File: src/rtl/sbc_defines.vh
`ifndef SBC_DEFINES_VH
`define SBC_DEFINES_VH

// ****************************************
// Register offsets
// ****************************************
`define SBC_OFF_CTRL      12'h000
`define SBC_OFF_CLKSEL    12'h004
`define SBC_OFF_TIMER     12'h008
`define SBC_OFF_STATUS    12'h00C
`define SBC_OFF_TCOUNT    12'h010

// ****************************************
// Control fields
// ****************************************
`define SBC_CTRL_WAIT_EN  0
`define SBC_CTRL_WAIT_SEL 1
`define SBC_CTRL_SNOOP    2
`define SBC_CTRL_PRIO_LO  3
`define SBC_CTRL_PRIO_HI  4
`define SBC_CTRL_TMODE    5
`define SBC_CTRL_TRUN     6
`define SBC_CTRL_W        7

// ****************************************
// Reset values
// ****************************************
`define SBC_CTRL_RST      7'h01
`define SBC_CLKSEL_RST    8'hA4
`define SBC_PRESC_RST     8'hFF
`define SBC_TCONST_RST    8'hFF

// ****************************************
// Encodings and counts
// ****************************************
`define SBC_SRC_LINK      2'h3
`define SBC_PRIO_DEFAULT  2'h0
`define SBC_PRIO_SER2     2'h1
`define SBC_PRIO_TIMER    2'h2
`define SBC_WAIT_IO       3'h1
`define SBC_WAIT_BASE     3'h7
`define SBC_LINE_HZ       60

`endif

File: src/rtl/sbc_top.v
`timescale 1ns/1ps
`default_nettype none
`include "sbc_defines.vh"

module sbc_top #(
  parameter WAIT_W = 3
) (
  // Clock and reset
  input  wire        i_clk_sys,
  input  wire        i_rst_n,
  // APB slave
  input  wire        i_psel,
  input  wire        i_penable,
  input  wire        i_pwrite,
  input  wire [11:0] i_paddr,
  input  wire [31:0] i_pwdata,
  output reg  [31:0] o_prdata,
  output reg         o_pready,
  output reg         o_pslverr,
  // Board switches, one = closed
  input  wire [7:0]  i_dip_closed,
  // System bus cycle status
  input  wire [7:0]  i_bus_addr,
  input  wire        i_io_cycle,
  input  wire        i_ack_cycle,
  input  wire        i_opcode_fetch_cycle,
  // On-board interrupt sources
  input  wire        i_irq_ser1,
  input  wire        i_irq_ser2,
  input  wire        i_irq_timer,
  // Board priority chain
  input  wire        i_priority_chain_in,
  output reg         o_priority_chain_out,
  output reg         o_int_req,
  output reg  [2:0]  o_ack_grant,
  output reg         o_snoop_fetch,
  output reg         o_board_sel,
  // Open-collector wait lines
  output reg         o_wait72_out,
  output reg         o_wait72_oe_n,
  output reg         o_wait3_out,
  output reg         o_wait3_oe_n,
  // Serial clock routing
  input  wire [2:0]  i_counter_out,
  input  wire [3:0]  i_link_receive_clock,
  input  wire [3:0]  i_link_transmit_clock,
  output reg  [3:0]  o_ser_rx_clk,
  output reg  [3:0]  o_ser_tx_clk,
  // Timer channel 3
  input  wire        i_line_tick,
  output reg         o_timer_tick
);

  // ****************************************
  // Functions
  // ****************************************
  function [8:0] full_count;
    input [7:0] v;
    begin
      full_count = (v == 8'h00) ? 9'h100 : {1'b0, v};
    end
  endfunction

  function clk_pick;
    input [1:0] sel;
    input [2:0] ctr;
    input       link;
    begin
      case (sel)
        2'h0:    clk_pick = ctr[0];
        2'h1:    clk_pick = ctr[1];
        2'h2:    clk_pick = ctr[2];
        default: clk_pick = link;
      endcase
    end
  endfunction

  // ****************************************
  // Input synchronisers
  // ****************************************
  localparam SYNC_W = 8 + 8 + 3 + 3 + 1 + 3 + 8 + 1;

  wire [SYNC_W-1:0] sync_in;
  reg  [SYNC_W-1:0] sync1_q;
  reg  [SYNC_W-1:0] sync2_q;

  assign sync_in = {i_dip_closed, i_bus_addr, i_io_cycle, i_ack_cycle,
                    i_opcode_fetch_cycle, i_irq_ser1, i_irq_ser2,
                    i_irq_timer, i_priority_chain_in, i_counter_out,
                    i_link_receive_clock, i_link_transmit_clock,
                    i_line_tick};

  always @(posedge i_clk_sys or negedge i_rst_n) begin
    if (!i_rst_n) begin
      sync1_q <= {SYNC_W{1'b0}};
      sync2_q <= {SYNC_W{1'b0}};
    end else begin
      sync1_q <= sync_in;
      sync2_q <= sync1_q;
    end
  end

  wire [7:0] sw     = sync2_q[34:27];
  wire [7:0] baddr  = sync2_q[26:19];
  wire       io_s   = sync2_q[18];
  wire       ack_s  = sync2_q[17];
  wire       fet_s  = sync2_q[16];
  wire [2:0] irq_s  = sync2_q[15:13];
  wire       chin_s = sync2_q[12];
  wire [2:0] ctr_s  = sync2_q[11:9];
  wire [3:0] lrx_s  = sync2_q[8:5];
  wire [3:0] ltx_s  = sync2_q[4:1];
  wire       tick_s = sync2_q[0];

  // ****************************************
  // Switch decode
  // ****************************************
  wire [3:0]        base_hi  = {sw[0], sw[1], sw[2], sw[3]};
  wire [2:0]        ack_code = ~{sw[4], sw[5], sw[6]};
  wire [WAIT_W-1:0] ack_wait = `SBC_WAIT_BASE - ack_code;
  wire              irq_en   = sw[7];

  // ****************************************
  // Registers
  // ****************************************
  reg  [`SBC_CTRL_W-1:0] ctrl_q;
  reg  [7:0]             clksel_q;
  reg  [7:0]             presc_q;
  reg  [7:0]             tconst_q;
  reg  [8:0]             tcount_q;
  reg  [8:0]             pcount_q;
  reg                    tick_prev_q;
  reg  [WAIT_W-1:0]      wcount_q;
  reg                    wait_q;
  reg                    cyc_prev_q;
  reg  [31:0]            rdata_d;
  reg                    rerr_d;

  wire apb_setup  = i_psel && !i_penable;
  wire apb_access = i_psel && i_penable && o_pready;
  wire apb_wr     = apb_access && i_pwrite;

  always @* begin
    rdata_d = 32'h00000000;
    rerr_d  = 1'b0;
    case (i_paddr)
      `SBC_OFF_CTRL:   rdata_d = {25'h0000000, ctrl_q};
      `SBC_OFF_CLKSEL: rdata_d = {24'h000000, clksel_q};
      `SBC_OFF_TIMER:  rdata_d = {16'h0000, tconst_q, presc_q};
      `SBC_OFF_STATUS: rdata_d = {13'h0000, irq_s, wait_q, ack_wait,
                                  base_hi, sw};
      `SBC_OFF_TCOUNT: rdata_d = {23'h000000, tcount_q};
      default:         rerr_d  = 1'b1;
    endcase
  end

  // APB answers one cycle after setup
  always @(posedge i_clk_sys or negedge i_rst_n) begin
    if (!i_rst_n) begin
      o_pready  <= 1'b0;
      o_prdata  <= 32'h00000000;
      o_pslverr <= 1'b0;
    end else begin
      o_pready  <= apb_setup;
      o_pslverr <= apb_setup && rerr_d;
      if (apb_setup && !i_pwrite) begin
        o_prdata <= rdata_d;
      end
    end
  end

  always @(posedge i_clk_sys or negedge i_rst_n) begin
    if (!i_rst_n) begin
      ctrl_q   <= `SBC_CTRL_RST;
      clksel_q <= `SBC_CLKSEL_RST;
      presc_q  <= `SBC_PRESC_RST;
      tconst_q <= `SBC_TCONST_RST;
    end else if (apb_wr) begin
      case (i_paddr)
        `SBC_OFF_CTRL:   ctrl_q   <= i_pwdata[`SBC_CTRL_W-1:0];
        `SBC_OFF_CLKSEL: clksel_q <= i_pwdata[7:0];
        `SBC_OFF_TIMER: begin
          presc_q  <= i_pwdata[7:0];
          tconst_q <= i_pwdata[15:8];
        end
        default: ;
      endcase
    end
  end

  // ****************************************
  // Interrupt priority and chain
  // ****************************************
  wire [2:0] irq_g   = irq_s & {3{irq_en}};
  wire       any_irq = |irq_g;
  reg  [2:0] grant_d;

  always @* begin
    grant_d = 3'b000;
    case (ctrl_q[`SBC_CTRL_PRIO_HI:`SBC_CTRL_PRIO_LO])
      `SBC_PRIO_SER2: begin
        if (irq_g[1])      grant_d = 3'b010;
        else if (irq_g[2]) grant_d = 3'b100;
        else if (irq_g[0]) grant_d = 3'b001;
      end
      `SBC_PRIO_TIMER: begin
        if (irq_g[0])      grant_d = 3'b001;
        else if (irq_g[2]) grant_d = 3'b100;
        else if (irq_g[1]) grant_d = 3'b010;
      end
      default: begin
        if (irq_g[2])      grant_d = 3'b100;
        else if (irq_g[1]) grant_d = 3'b010;
        else if (irq_g[0]) grant_d = 3'b001;
      end
    endcase
  end

  always @(posedge i_clk_sys or negedge i_rst_n) begin
    if (!i_rst_n) begin
      o_int_req            <= 1'b0;
      o_priority_chain_out <= 1'b0;
      o_ack_grant          <= 3'b000;
      o_snoop_fetch        <= 1'b0;
      o_board_sel          <= 1'b0;
    end else begin
      o_int_req            <= any_irq && chin_s;
      o_priority_chain_out <= chin_s && !any_irq;
      o_ack_grant          <= (ack_s && chin_s) ? grant_d : 3'b000;
      o_snoop_fetch        <= ctrl_q[`SBC_CTRL_SNOOP] ? ack_s
                                                      : fet_s;
      o_board_sel          <= (baddr[7:4] == base_hi);
    end
  end

  // ****************************************
  // Wait state generator
  // ****************************************
  wire io_hit    = io_s && (baddr[7:4] == base_hi);
  wire cyc_now   = io_hit || (ack_s && chin_s);
  wire cyc_start = cyc_now && !cyc_prev_q;
  wire [WAIT_W-1:0] wneed = ack_s ? ack_wait : `SBC_WAIT_IO;

  always @(posedge i_clk_sys or negedge i_rst_n) begin
    if (!i_rst_n) begin
      cyc_prev_q <= 1'b0;
      wcount_q   <= {WAIT_W{1'b0}};
      wait_q     <= 1'b0;
    end else begin
      cyc_prev_q <= cyc_now;
      if (!cyc_now) begin
        wait_q   <= 1'b0;
        wcount_q <= {WAIT_W{1'b0}};
      end else if (cyc_start) begin
        wait_q   <= ctrl_q[`SBC_CTRL_WAIT_EN] &&
                    (wneed != {WAIT_W{1'b0}});
        wcount_q <= wneed;
      end else if (wcount_q != {WAIT_W{1'b0}}) begin
        wcount_q <= wcount_q - 1'b1;
        wait_q   <= wait_q && (wcount_q != 1);
      end
    end
  end

  // Open collector: enable low pulls line low
  always @(posedge i_clk_sys or negedge i_rst_n) begin
    if (!i_rst_n) begin
      o_wait72_out  <= 1'b0;
      o_wait72_oe_n <= 1'b1;
      o_wait3_out   <= 1'b0;
      o_wait3_oe_n  <= 1'b1;
    end else begin
      o_wait72_out  <= 1'b0;
      o_wait3_out   <= 1'b0;
      o_wait72_oe_n <= !(wait_q && !ctrl_q[`SBC_CTRL_WAIT_SEL]);
      o_wait3_oe_n  <= !(wait_q && ctrl_q[`SBC_CTRL_WAIT_SEL]);
    end
  end

  // ****************************************
  // Serial clock routing
  // ****************************************
  wire [1:0] src_a = clksel_q[1:0];
  wire [1:0] src_b = clksel_q[3:2];
  wire [1:0] src_c = clksel_q[5:4];
  wire [1:0] src_d = clksel_q[7:6];

  always @(posedge i_clk_sys or negedge i_rst_n) begin
    if (!i_rst_n) begin
      o_ser_rx_clk <= 4'h0;
      o_ser_tx_clk <= 4'h0;
    end else begin
      o_ser_rx_clk <= {clk_pick(src_d, ctr_s, lrx_s[3]),
                       clk_pick(src_c, ctr_s, lrx_s[2]),
                       clk_pick(src_b, ctr_s, lrx_s[1]),
                       clk_pick(src_a, ctr_s, lrx_s[0])};
      o_ser_tx_clk <= {clk_pick(src_d, ctr_s, ltx_s[3]),
                       clk_pick(src_c, ctr_s, ltx_s[2]),
                       clk_pick(src_b, ctr_s, ltx_s[1]),
                       clk_pick(src_a, ctr_s, ltx_s[0])};
    end
  end

  // ****************************************
  // Timer channel 3
  // ****************************************
  wire line_edge = tick_s && !tick_prev_q;
  wire pre_done  = (pcount_q == 9'h001);
  wire step      = ctrl_q[`SBC_CTRL_TMODE] ? line_edge
                                           : pre_done;
  wire running   = ctrl_q[`SBC_CTRL_TRUN];

  always @(posedge i_clk_sys or negedge i_rst_n) begin
    if (!i_rst_n) begin
      tick_prev_q  <= 1'b0;
      pcount_q     <= 9'h001;
      tcount_q     <= 9'h001;
      o_timer_tick <= 1'b0;
    end else begin
      tick_prev_q  <= tick_s;
      o_timer_tick <= 1'b0;
      if (!running) begin
        pcount_q <= full_count(presc_q);
        tcount_q <= full_count(tconst_q);
      end else begin
        pcount_q <= pre_done ? full_count(presc_q)
                             : pcount_q - 9'h001;
        if (step) begin
          if (tcount_q == 9'h001) begin
            tcount_q     <= full_count(tconst_q);
            o_timer_tick <= 1'b1;
          end else begin
            tcount_q <= tcount_q - 9'h001;
          end
        end
      end
    end
  end

endmodule

`default_nettype wire
File: config.mk
export PLATFORM = sky130hd
export DESIGN_NAME = sbc_top
export DESIGN_NICKNAME = d
export VERILOG_FILES = /design/src/rtl/sbc_top.v
export VERILOG_INCLUDE_DIRS = /design/src /design/src/rtl
export SDC_FILE = /design/constraint.sdc
export NUM_CORES = 1
export LEC_CHECK = 0
export BUFFER_PORTS_ARGS = -buffer_cell sky130_fd_sc_hd__buf_2
export CAP_MARGIN = 20
export CORE_UTILIZATION = 35
export CTS_CLUSTER_SIZE = 10
export DETAILED_ROUTE_END_ITERATION = 16
export HOLD_SLACK_MARGIN = 0.05
export SYNTH_ARGS = -nofsm -noshare
export SYNTH_HDL_FRONTEND = slang
export SYNTH_SLANG_ARGS = --single-unit
File: constraint.sdc
create_clock -name i_clk_sys -period 1.6 [get_ports i_clk_sys]
set_input_delay 0.08 -clock i_clk_sys [delete_from_list [all_inputs] [get_ports i_clk_sys]]
set_output_delay 0.08 -clock i_clk_sys [all_outputs]
set_load 0.02 [all_outputs]
==> results.md, run 1 <==
• **status** complete, but fails checks
• **violations in the final reports** negative setup slack
• **series of cell instances along the critical path** inv_2 -> ha_4 -> nor4b_4 -> a311o_2 -> a21boi_2 -> o2bb2a_4
• **type of element capturing the critical path** flop
• **Seq/Total Area, Yosys** 60.8%
• **Ys Warns** 0
• **Inserted Clock Buffers** 17
• **Final Max Slew Viols** 0
• **final number of hold-violating endpoints** 0
• **slowest stage delay, CP** 0.47 ns
• **setup slack of the critical path after layout** -0.0364 ns
• **total of buffers placed on input and output ports** 102
• **remaining design rule violation count** 0
• **antenna violations before repair** 0
• **Die Outline Area** 19000 um2
• **number of filler cells placed in the layout** 1573
• **Internal Pwr Total** 6.71 mW
• **netlist area before placement** 6470 um2
• **cell chosen for the clock root** clkbuf_16
• **setup total negative slack** -0.175 ns
• **DP Cell Count** 884
• **count of vias placed by the detailed router** 4729
• **number of H-tree levels** 4
• **effective utilization at floorplan** 35.9%
• **post-synthesis area per instance** 12.8 um2
• **area overhead of the layout relative to synthesis** 40.9%
• **ys flop type** dfrtp_1
• **areal power density over the cells** 961 nW/um2
• **pre-CTS worst setup slack** -0.282 ns
• **sum of routed wire length over all layers** 15600 um
• **number of search-and-repair iterations in the first detailed-routing pass** 6
• **Antenna diodes** 0
• **NumNets Final** 825
• **wire length per cell after detailed routing** 16.0 um
• **clock tree from TritonCTS** done
• **remaining number of nets flagged by the antenna check after routing** 0
• **core box area** 18000 um2
• **share of the cycle needed by the critical path after routing** 102%
• **highest clock frequency the design can meet** 0.611 GHz
• **final std cells w/o fill** 974
• **layout cell share with drive strength beyond 1** 42.6%
• **switching power** 2.04 mW
• **total setup violations reported at the end of the flow** 14
• **Core Rows** 49
• **post-synth cell types** 59
• **final worst clock skew** 0.00853 ns
• **GR Overflow Total** 0
• **Die X-Extent** 138 um
• **number of sinks handled by clock tree synthesis** 156
• **insertion delay to the later sink of the worst-skew pair** 0.42 ns
• **global-route wire length before repair** 24700 um
• **post-DR vias/cell** 4.86
• **worst hold slack across all endpoints** 0.168 ns
• **number of buffers on the longest clock path** 2
• **global-route usage over all layers** 17.5%
• **register share of total power** 47.0%
• **pin count of the biggest net entering global routing** 63
• **sum of net half-perimeters after detailed placement** 11200 um
• **critical setup path kind** flop to flop
• **clock slew at reported path FFs** 0.07 ns
• **share of power burned in combinational logic** 6.7%
• **Crit-path slowest cell** a311o_2
• **peak supply drop** 744 uV
• **max-capacitance violation count** 0
• **WP data arrival** 1.95 ns
• **switching fraction of total power** 23.3%
• **routability cong.** 0.812
• **die height** 138 um
• **path category of the worst min-delay check** primary input to flop
• **via count of the first global-routing pass** 4850
• **clock share of power** 46.3%
• **Critical Path Source Type** flop
• **#FFs+latches synth** 156
• **number of buffer and inverter instances along the worst setup path** 1
• **number of enable-type register cells in the synthesized netlist** 0
• **RSZ-0062 raised after global routing** true
• **share of synthesized flip-flops with an asynchronous set or reset** 100%
• **Boundary Pins** 138
• **post-synthesis cell count** 506
• **final period demand of the worst path** 1.64 ns
• **largest delay contributor family on the critical path** compound AO/OA/AOI/OAI gates
• **Leak** 4.24 nW
• **DRT iter0 DRCs** 208
• **maximum fanout along the worst path** 6
• **Worst EP required** 1.92 ns
[kinds of logic (layout without fill, tap and decap cells)]
| logic type | count (synthesis) | after routing | synth area share [%] |
|---|---|---|---|
| buffers and inverters | 43 | 268 | 3.77 |
| AO/OA/AOI/OAI | 94 | 94 | 8.57 |
| XOR/XNOR | 12 | 12 | 1.63 |
| multiplexers | 58 | 58 | 12.0 |
| other | 1 | 15 | 0.0580 |
| AND/OR/NAND/NOR | 133 | 133 | 11.4 |
| adder cells (fa/ha/maj) | 9 | 9 | 1.74 |
| flip-flops | 156 | 156 | 60.8 |
[worst register-to-register path, delay by kind of cell, from the launching register on]
kind	cells	cell delay, ns
AOI/OAI and AO/OA	3	0.85
adders and majority gates	1	0.15
DFF	1	0.36
buffers and inverters	1	0.06
and+or+nand+nor	1	0.12
[power by group through the flow]
stage,combinational (mW),sequential [mW],clock (mW)
final,0.585,4.12,4.05
after global routing,0.649,4.13,4.30
after CTS,0.576,4.12,4.14
after detailed placement,0.471,4.19,0
after global placement,0.460,4.18,0
after floorplan,0.207,4.19,0
[area by class of cell]
type / count / area (um2) / area share (%)
sequential: 156 / 3940 / 43.2
inverter: 14 / 52.6 / 0.577
tap: 229 / 287 / 3.14
timing repair buffer: 222 / 1640 / 18.0
clock inverter: 13 / 154 / 1.69
clock buffer: 19 / 443 / 4.86
multi-input combinational: 321 / 2600 / 28.5
[cells in the final DEF (no fill, tap or decap), types with 5 or more instances in the layout]
master and n:
dfrtp_1 131, dfstp_2 24, o21ai_0 27, mux4_2 7, nand2b_1 7, a21oi_2 11, conb_1 15, buf_2 102
nor2_1 19, o21ai_1 8, inv_1 12, mux2_4 30, dlygate4sd3_1 52, inv_6 5, nor4_1 6, nand2_1 43
nand3_1 9, mux2i_1 17, buf_6 9, buf_4 54, nand4_1 5, ha_1 7, clkbuf_16 18, nor2b_1 7
a21oi_1 17, and2b_2 7, xor2_1 8
[metrics by stage]
stage	util, %	power (mW)	instance area [um2]
after floorplan	-	4.40	6600
after global placement	42.8	4.65	7720
after detailed placement	42.8	4.66	7720
after CTS	49.6	8.84	8940
after global routing	50.5	9.08	9110
final	50.5	8.75	9110
[worst paths after layout]
| kind | to | cells past startpoint | start | slack [ns] |
|---|---|---|---|---|
| max | tcount_q[7] | 6 | pcount_q[1] | -0.04 |
| min | o_pslverr | 5 | i_paddr[10] | 0.17 |
| max reg2reg | tcount_q[7] | 6 | pcount_q[1] | -0.04 |
| min reg2reg | sync2_q[6] | 0 | sync1_q[6] | 0.35 |
| max in group asynchronous | sync2_q[28] | 3 | i_rst_n | 0.45 |
| min in group asynchronous | clksel_q[7] | 2 | i_rst_n | 0.21 |
[timing repair]
item | in CTS | in global routing
hold buffers | 52 | 0
buffers inserted | 2 | 3
pin swaps | 11 | 7
gates cloned | 1 | 1
gates resized for setup | 26 | 39
endpoints found under the setup margin | 29 | 43
endpoints found under the hold margin | 201 | 0
[registers in the layout (all words and copies together), names as in the netlist, 3 cells and up]
register      count
o_ack_grant       3
o_ser_tx_clk      4
sync2_q          31
clksel_q          8
presc_q           8
tconst_q          8
tcount_q          9
o_prdata         19
ctrl_q            7
o_ser_rx_clk      4
sync1_q          31
wcount_q          3
pcount_q          9
[routing by layer]
| layer | global-route usage [%] | wire length, um |
|---|---|---|
| met4 | 6.70 | 267 |
| met3 | 3.69 | 658 |
| met2 | 28.4 | 7560 |
| met1 | 22.8 | 7100 |
| met5 | 0 | 0 |
[synth_stat cells, types with 9 or more instances]
master,number,area share [%]
a21oi_1,29,2.2
buf_4,15,1.7
dfrtp_1,132,51
dfstp_2,24,9.8
ha_1,9,1.7
inv_1,14,0.81
mux2_2,17,3.0
mux2_4,17,3.9
mux2i_1,17,2.6
nand2_1,44,2.6
nand3_1,9,0.70
nor2_1,19,1.1
o21ai_0,38,2.9
No activity file was read; power rests on OpenSTA's default activity.
==> inputs of run 2 (changes only) <==
Settings changed: BUFFER_PORTS_ARGS -buffer_cell sky130_fd_sc_hd__buf_2 to -buffer_cell sky130_fd_sc_hd__clkbuf_2, CAP_MARGIN 20 to default.
==> run 2 against run 1 <==
Effect of this change: the run still ends with negative setup slack left; final cell count is 0.92% higher; worst setup slack worse by 0.091 ns; non-clock buffer count is 9 higher; largest power group is now the clock network; count of clock-buffer cells in the layout stayed put; flip-flop and latch count stayed put; maximum frequency is 5.3% lower; clock skew is 0.00065 ns higher; critical endpoint is now tcount_q[4].
==> results.md, run 2 (synthesized netlist as in run 1, its figures left out) <==
• **Core Rows** 49, unchanged
• **total of buffers placed on input and output ports** 102, unchanged
• **final period demand of the worst path** 1.73 ns, was 1.64 ns
• **series of cell instances along the critical path** ha_4 -> nor4b_4 -> a311o_1 -> buf_6 -> buf_6 -> nand2_2 -> a22o_1, was inv_2 -> ha_4 -> nor4b_4 -> a311o_2 -> a21boi_2 -> o2bb2a_4
• **path category of the worst min-delay check** primary input to asynchronous set/reset pin, was primary input to flop
• **die height** 138 um, unchanged
• **worst hold slack across all endpoints** 0.151 ns, was 0.168 ns
• **pin count of the biggest net entering global routing** 44, was 63
• **Critical Path Source Type** flop, unchanged
• **sum of net half-perimeters after detailed placement** 11400 um, was 11200 um
• **Worst EP required** 1.91 ns, was 1.92 ns
• **wire length per cell after detailed routing** 15.9 um, was 16.0 um
• **effective utilization at floorplan** 35.9%, unchanged
• **RSZ-0062 raised after global routing** true, unchanged
• **cell chosen for the clock root** clkbuf_16, unchanged
• **core box area** 18000 um2, unchanged
• **via count of the first global-routing pass** 4837, was 4850
• **Final Max Slew Viols** 0, unchanged
• **largest delay contributor family on the critical path** flip-flops, was compound AO/OA/AOI/OAI gates
• **layout cell share with drive strength beyond 1** 42.0%, was 42.6%
• **count of vias placed by the detailed router** 4707, was 4729
• **NumNets Final** 834, was 825
• **number of filler cells placed in the layout** 1565, was 1573
• **storage element area** 3940 um2, unchanged
• **Inserted Clock Buffers** 17, unchanged
• **endpoint of the worst-slack reg-to-reg timing path** tcount_q[4], was tcount_q[7]
• **number of buffer and inverter instances along the worst setup path** 2, was 1
• **max-capacitance violation count** 0, unchanged
• **area occupied by multi-input gates** 2550 um2, was 2600 um2
• **leading cell types in the layout, fill and taps excluded** dfrtp_1 (131), clkbuf_2 (101), buf_4 (61), was dfrtp_1 (131), buf_2 (102), buf_4 (54)
• **area overhead of the layout relative to synthesis** 41.9%, was 40.9%
• **areal power density over the cells** 979 nW/um2, was 961 nW/um2
• **number of buffers on the longest clock path** 2, unchanged
• **clock slew at reported path FFs** 0.06 ns, was 0.07 ns
• **length in cells of the worst reg-to-reg path** 7, was 6
• **Crit-path slowest cell** dfstp_2, was a311o_2
• **DRT iter0 DRCs** 243, was 208
• **Critical Path Most Common Cell** buf_6
• **GR Overflow Total** 0, unchanged
• **Leak** 4.28 nW, was 4.24 nW
• **startpoint of the lowest-slack register-to-register path** pcount_q[0], was pcount_q[1]
• **remaining number of nets flagged by the antenna check after routing** 0, unchanged
• **final number of hold-violating endpoints** 0, unchanged
• **WP data arrival** 2.04 ns, was 1.95 ns
• **largest registers in the final layout** sync1_q x31, sync2_q x31, o_prdata x19, unchanged
• **setup slack of the critical path after layout** -0.128 ns, was -0.0364 ns
• **critical setup path kind** flop to flop, unchanged
• **slowest stage delay, CP** 0.57 ns, was 0.47 ns
• **Die X-Extent** 138 um, unchanged
• **Die Outline Area** 19000 um2, unchanged
• **routability cong.** 0.886, was 0.812
• **remaining design rule violation count** 0, unchanged
• **global-route usage over all layers** 17.7%, was 17.5%
• **Antenna diodes** 0, unchanged
• **status** complete, but fails checks, unchanged
• **antenna violations before repair** 0, unchanged
• **highest clock frequency the design can meet** 0.579 GHz, was 0.611 GHz
• **total setup violations reported at the end of the flow** 19, was 14
• **number of sinks handled by clock tree synthesis** 156, unchanged
• **type of element capturing the critical path** flop, unchanged
• **maximum fanout along the worst path** 5, was 6
• **post-DR vias/cell** 4.79, was 4.86
• **global-route wire length before repair** 24900 um, was 24700 um
• **final worst clock skew** 0.00918 ns, was 0.00853 ns
• **share of the cycle needed by the critical path after routing** 108%, was 102%
• **number of H-tree levels** 4, unchanged
• **insertion delay to the later sink of the worst-skew pair** 0.43 ns, was 0.42 ns
• **clock tree from TritonCTS** done, unchanged
• **peak supply drop** 913 uV, was 744 uV
• **Final Power** 8.99 mW, was 8.75 mW
• **violations in the final reports** negative setup slack, unchanged
• **most frequent standard cell in the layout excluding fill and tap cells** dfrtp_1, unchanged
• **setup slack, reg-to-reg** -0.13 ns, was -0.04 ns
• **sum of routed wire length over all layers** 15600 um, about the same
• **number of search-and-repair iterations in the first detailed-routing pass** 4, was 6
• **Boundary Pins** 138, unchanged
run 2: worst max path at each step:
stage / start / end / slack [ns] / cells after the start
finish: pcount_q[0] / tcount_q[4] / -0.13 / 7
global route: pcount_q[0] / tcount_q[4] / -0.22 / 7
CTS: pcount_q[0] / tcount_q[4] / -0.11 / 7
detailed placement: i_paddr[5] / ctrl_q[1] / -0.23 / 7
global placement: i_paddr[5] / ctrl_q[1] / -0.22 / 7
floorplan: i_paddr[5] / presc_q[0] / -0.16 / 6
run 2: timing repair:
action,in CTS,in global routing
pin swaps,11,10
endpoints found under the hold margin,202,0
gates resized for setup,25,30
buffers inserted,9,3
hold buffers,51,0
endpoints found under the setup margin,20,41
run 2: layout make-up:
cell class / count / share of cell area [%]
clock buffer: 19 / 4.83
clock inverter: 13 / 2.02
inverter: 14 / 0.573
multi-input combinational: 321 / 27.7
sequential: 156 / 42.9
tap: 229 / 3.12
timing repair buffer: 231 / 18.8
run 2: per-layer routing:
layer / part of all wire [%] / vias up / global-route usage (%) / wire length [um]
met5: 0 / - / 0 / 0
li1: - / 2222 / - / -
met3: 5.3 / 20 / 4.75 / 833
met2: 47 / 146 / 28.1 / 7290
met4: 2.2 / 0 / 7.19 / 337
met1: 46 / 2319 / 22.8 / 7160
run 2: metrics by stage:
step	setup WS, ns	util (%)	cell area [um2]	setup TNS [ns]	instances
2_1_floorplan	-0.159	-	6600	-3.52	520
3_3_place_gp	-0.222	43.2	7780	-4.51	889
3_5_place_dp	-0.230	43.2	7780	-5.15	889
4_1_cts	-0.107	50.3	9070	-0.823	981
5_1_grt	-0.222	50.9	9180	-3.13	983
6_report	-0.128	50.9	9180	-0.911	983
run 2: power breakdown:
part           switching [mW]  leakage, nW  internal, mW  total, mW
Combinational           0.310         2.06         0.284      0.595
Sequential             0.0608         1.91          4.06       4.12
Clock                    1.61        0.307          2.66       4.27
Total                    1.98         4.28          7.01       8.99
==> inputs of run 3 (changes only) <==
Settings changed: ABC_AREA from default to 1, CORE_MARGIN from default to 2, SETUP_SLACK_MARGIN from default to 0.02.
==> run 3 against run 2 <==
Effect of this change: the flow still finishes with violations (negative setup slack); final cell count up 16%; via count up 12%; maximum frequency up 7.5%; first-iteration DRC count up 18%; wire length up 3.6%; final area down 3.2%; synthesized cell count up 40%; synthesized area up 3.5%; register-to-register slack better by 0.12 ns; clock skew about the same; utilization down 3.4 points; largest cell class unchanged.
==> results.md, run 3 <==
• **series of cell instances along the critical path** ha_4 -> inv_2 -> nor3_4 -> nand3b_4 -> nand3_4 -> buf_6 -> buf_6 -> nand2_1 -> o21ai_1, was ha_4 -> nor4b_4 -> a311o_1 -> buf_6 -> buf_6 -> nand2_2 -> a22o_1
• **number of sinks handled by clock tree synthesis** 156, unchanged
• **synthesized-area fraction occupied by adder cells** 1.68%, was 1.74%
• **type of element capturing the critical path** flop, unchanged
• **Crit-path slowest cell** dfstp_2, unchanged
• **global-route usage over all layers** 16.9%, was 17.7%
• **area occupied by multi-input gates** 2390 um2, was 2550 um2
• **Leak** 4.45 nW, was 4.28 nW
• **share of the cycle needed by the critical path after routing** 100%, was 108%
• **routability cong.** 0.845, was 0.886
• **Die X-Extent** 142 um, was 138 um
• **number of buffers on the longest clock path** 2, unchanged
• **fraction of the mapped netlist area in simple logic gates** 23.5%, was 11.4%
• **clock slew at reported path FFs** 0.07 ns, was 0.06 ns
• **number of filler cells placed in the layout** 1727, was 1565
• **netlist area before placement** 6690 um2, was 6470 um2
• **post-synthesis area per instance** 9.48 um2, was 12.8 um2
• **area overhead of the layout relative to synthesis** 32.7%, was 41.9%
• **peak supply drop** 877 uV, was 913 uV
• **storage element area** 3930 um2, was 3940 um2
• **largest delay contributor family on the critical path** flip-flops, unchanged
• **slowest stage delay, CP** 0.56 ns, was 0.57 ns
• **critical setup path kind** flop to flop, unchanged
• **max-capacitance violation count** 0, unchanged
• **effective utilization at floorplan** 35.8%, was 35.9%
• **most frequent standard cell in the layout excluding fill and tap cells** nand2_1, was dfrtp_1
• **layout cell share with drive strength beyond 1** 27.5%, was 42.0%
• **setup slack of the critical path after layout** -0.00727 ns, was -0.128 ns
• **post-synthesis cell count** 706, was 506
• **insertion delay to the later sink of the worst-skew pair** 0.43 ns, about the same
• **top cell type by total area after synthesis** dfrtp_1, unchanged
• **Final Cell Area** 8880 um2, was 9180 um2
• **#FFs+latches synth** 156, unchanged
• **number of search-and-repair iterations in the first detailed-routing pass** 5, was 4
• **largest registers in the final layout** sync1_q x31, sync2_q x31, o_prdata x19, unchanged
• **number of H-tree levels** 4, unchanged
• **RSZ-0062 raised after global routing** true, unchanged
• **pre-CTS worst setup slack** -0.127 ns, was -0.230 ns
• **WP data arrival** 1.97 ns, was 2.04 ns
• **XOR/XNOR Fraction of Synth Area** 0.654%, was 1.63%
• **setup slack, reg-to-reg** -0.007 ns, was -0.13 ns
• **Seq/Total Area, Yosys** 58.8%, was 60.8%
• **Critical Path Most Common Cell** buf_6, unchanged
• **sum of net half-perimeters after detailed placement** 11800 um, was 11400 um
• **Boundary Pins** 138, unchanged
• **status** complete, but fails checks, unchanged
• **remaining design rule violation count** 0, unchanged
• **areal power density over the cells** 983 nW/um2, was 979 nW/um2
• **core utilization of the finished layout** 47.5%, was 50.9%
• **cells taking the most area after synthesis** dfrtp_1 (49%), nand2_1 (11%), dfstp_2 (9.4%), was dfrtp_1 (51%), dfstp_2 (9.8%), mux2_4 (3.9%)
• **post-DR vias/cell** 4.59, was 4.79
• **clock tree from TritonCTS** done, unchanged
• **violations in the final reports** negative setup slack, unchanged
• **cell with the most instances after synthesis** nand2_1, was dfrtp_1
• **Critical Path Source Type** flop, unchanged
• **pin count of the biggest net entering global routing** 48, was 44
• **share of synthesized flip-flops with an asynchronous set or reset** 100%, unchanged
• **NumNets Final** 989, was 834
• **Worst EP required** 1.96 ns, was 1.91 ns
• **post-synth cell types** 48, was 59
• **via count of the first global-routing pass** 5063, was 4837
• **highest clock frequency the design can meet** 0.622 GHz, was 0.579 GHz
• **cell chosen for the clock root** clkbuf_16, unchanged
• **global-route wire length before repair** 26200 um, was 24900 um
• **antenna violations before repair** 0, unchanged
• **fraction of the mapped netlist area in compound gates** 7.55%, was 8.57%
• **leading cell types by count after synthesis** nand2_1 (188), dfrtp_1 (132), inv_1 (78), was dfrtp_1 (132), nand2_1 (44), o21ai_0 (38)
• **number of enable-type register cells in the synthesized netlist** 0, unchanged
• **sum of routed wire length over all layers** 16200 um, was 15600 um
• **Core Rows** 50, was 49
• **maximum fanout along the worst path** 7, was 5
• **worst hold slack across all endpoints** 0.0943 ns, was 0.151 ns
• **main combinational cell family by area after synthesis** simple AND/OR/NAND/NOR gates, was multiplexers
• **area post-placement** 7610 um2, was 7780 um2
• **Final Max Slew Viols** 0, unchanged
• **Antenna diodes** 0, unchanged
• **total setup violations reported at the end of the flow** 2, was 19
• **wire length per cell after detailed routing** 14.2 um, was 15.9 um
• **Final Power** 8.73 mW, was 8.99 mW
• **Die Outline Area** 20200 um2, was 19000 um2
• **leading cell types in the layout, fill and taps excluded** nand2_1 (184), dfrtp_1 (132), clkbuf_2 (101), was dfrtp_1 (131), clkbuf_2 (101), buf_4 (61)
• **Ys Warns** 0, unchanged
• **final number of hold-violating endpoints** 0, unchanged
• **remaining number of nets flagged by the antenna check after routing** 0, unchanged
• **count of vias placed by the detailed router** 5251, was 4707
• **share of Yosys cell area claimed by the top area cell type** 49.4%, was 51.1%
• **core box area** 18700 um2, was 18000 um2
• **ys flop type** dfrtp_1, unchanged
• **Inserted Clock Buffers** 17, unchanged
• **GR Overflow Total** 0, unchanged
• **DRT iter0 DRCs** 286, was 243
• **final period demand of the worst path** 1.61 ns, was 1.73 ns
• **number of buffer and inverter instances along the worst setup path** 3, was 2
• **path category of the worst min-delay check** primary input to flop, was primary input to asynchronous set/reset pin
• **final worst clock skew** 0.00923 ns, was 0.00918 ns
• **share of synthesized area spent on multiplexers** 0.168%, was 12.0%
• **die height** 142 um, was 138 um
• **total of buffers placed on input and output ports** 102, unchanged
-- run 3: per-layer routing --
layer	vias up	global-route usage, %	routed length, um
met3	23	4.21	797
met4	0	5.53	304
met1	2459	22.6	7340
met5	-	0	0
met2	128	27.1	7740
li1	2641	-	-
-- run 3: layout make-up --
class | instances | area share [%]
sequential | 156 | 44.3
multi-input combinational | 453 | 27.0
timing repair buffer | 185 | 14.9
clock buffer | 17 | 4.79
inverter | 82 | 3.51
tap | 234 | 3.30
clock inverter | 15 | 2.14
timing repair inverter | 1 | 0.0845
-- run 3: final timing paths --
path	from	endpoint	cells past startpoint
worst max-delay path	pcount_q[0]	tcount_q[1]	9
worst min-delay path	i_paddr[6]	o_pslverr	4
worst max register to register	pcount_q[0]	tcount_q[1]	9
worst min register to register	sync1_q[23]	sync2_q[23]	0
max in group asynchronous	i_rst_n	o_wait3_oe_n	3
min in group asynchronous	i_rst_n	o_timer_tick	2
-- run 3: report_power, final --
part | internal [mW] | switching (mW) | total [mW]
sequential | 4.05 | 0.0496 | 4.10
combinational | 0.219 | 0.313 | 0.532
clock | 2.15 | 1.95 | 4.10
total | 6.42 | 2.31 | 8.73
-- run 3: kinds of logic (layout without fill, tap and decap cells) --
kind of cell | after synthesis | in the layout
AND/OR/NAND/NOR | 338 | 338
flip-flops | 156 | 156
buffers and inverters | 111 | 300
AO/OA/AOI/OAI | 85 | 85
adder cells (fa/ha/maj) | 9 | 9
XOR/XNOR | 5 | 5
other | 1 | 15
multiplexers | 1 | 1
-- run 3: worst min-delay path: stages --
cell and delay [ns]:
clkbuf_2 0.08, nor2_2 0.05, nand3_2 0.09, and3_1 0.18
-- run 3: per-stage QoR --
stage | TNS [ns] | instances
3_5_place_dp | -0.588 | 1056
5_1_grt | -1.08 | 1143
4_1_cts | -0.00110 | 1138
3_3_place_gp | -0.183 | 1056
2_1_floorplan | 0 | 720
6_report | -0.0110 | 1143
-- run 3: timing repair --
item / CTS / global route
buffers inserted: 0 / 4
endpoints found under the hold margin: 200 / 0
setup endpoints to repair: 14 / 18
gates resized for setup: 2 / 40
hold buffers: 50 / 0
pin swaps: 1 / 16
cloned: 0 / 1
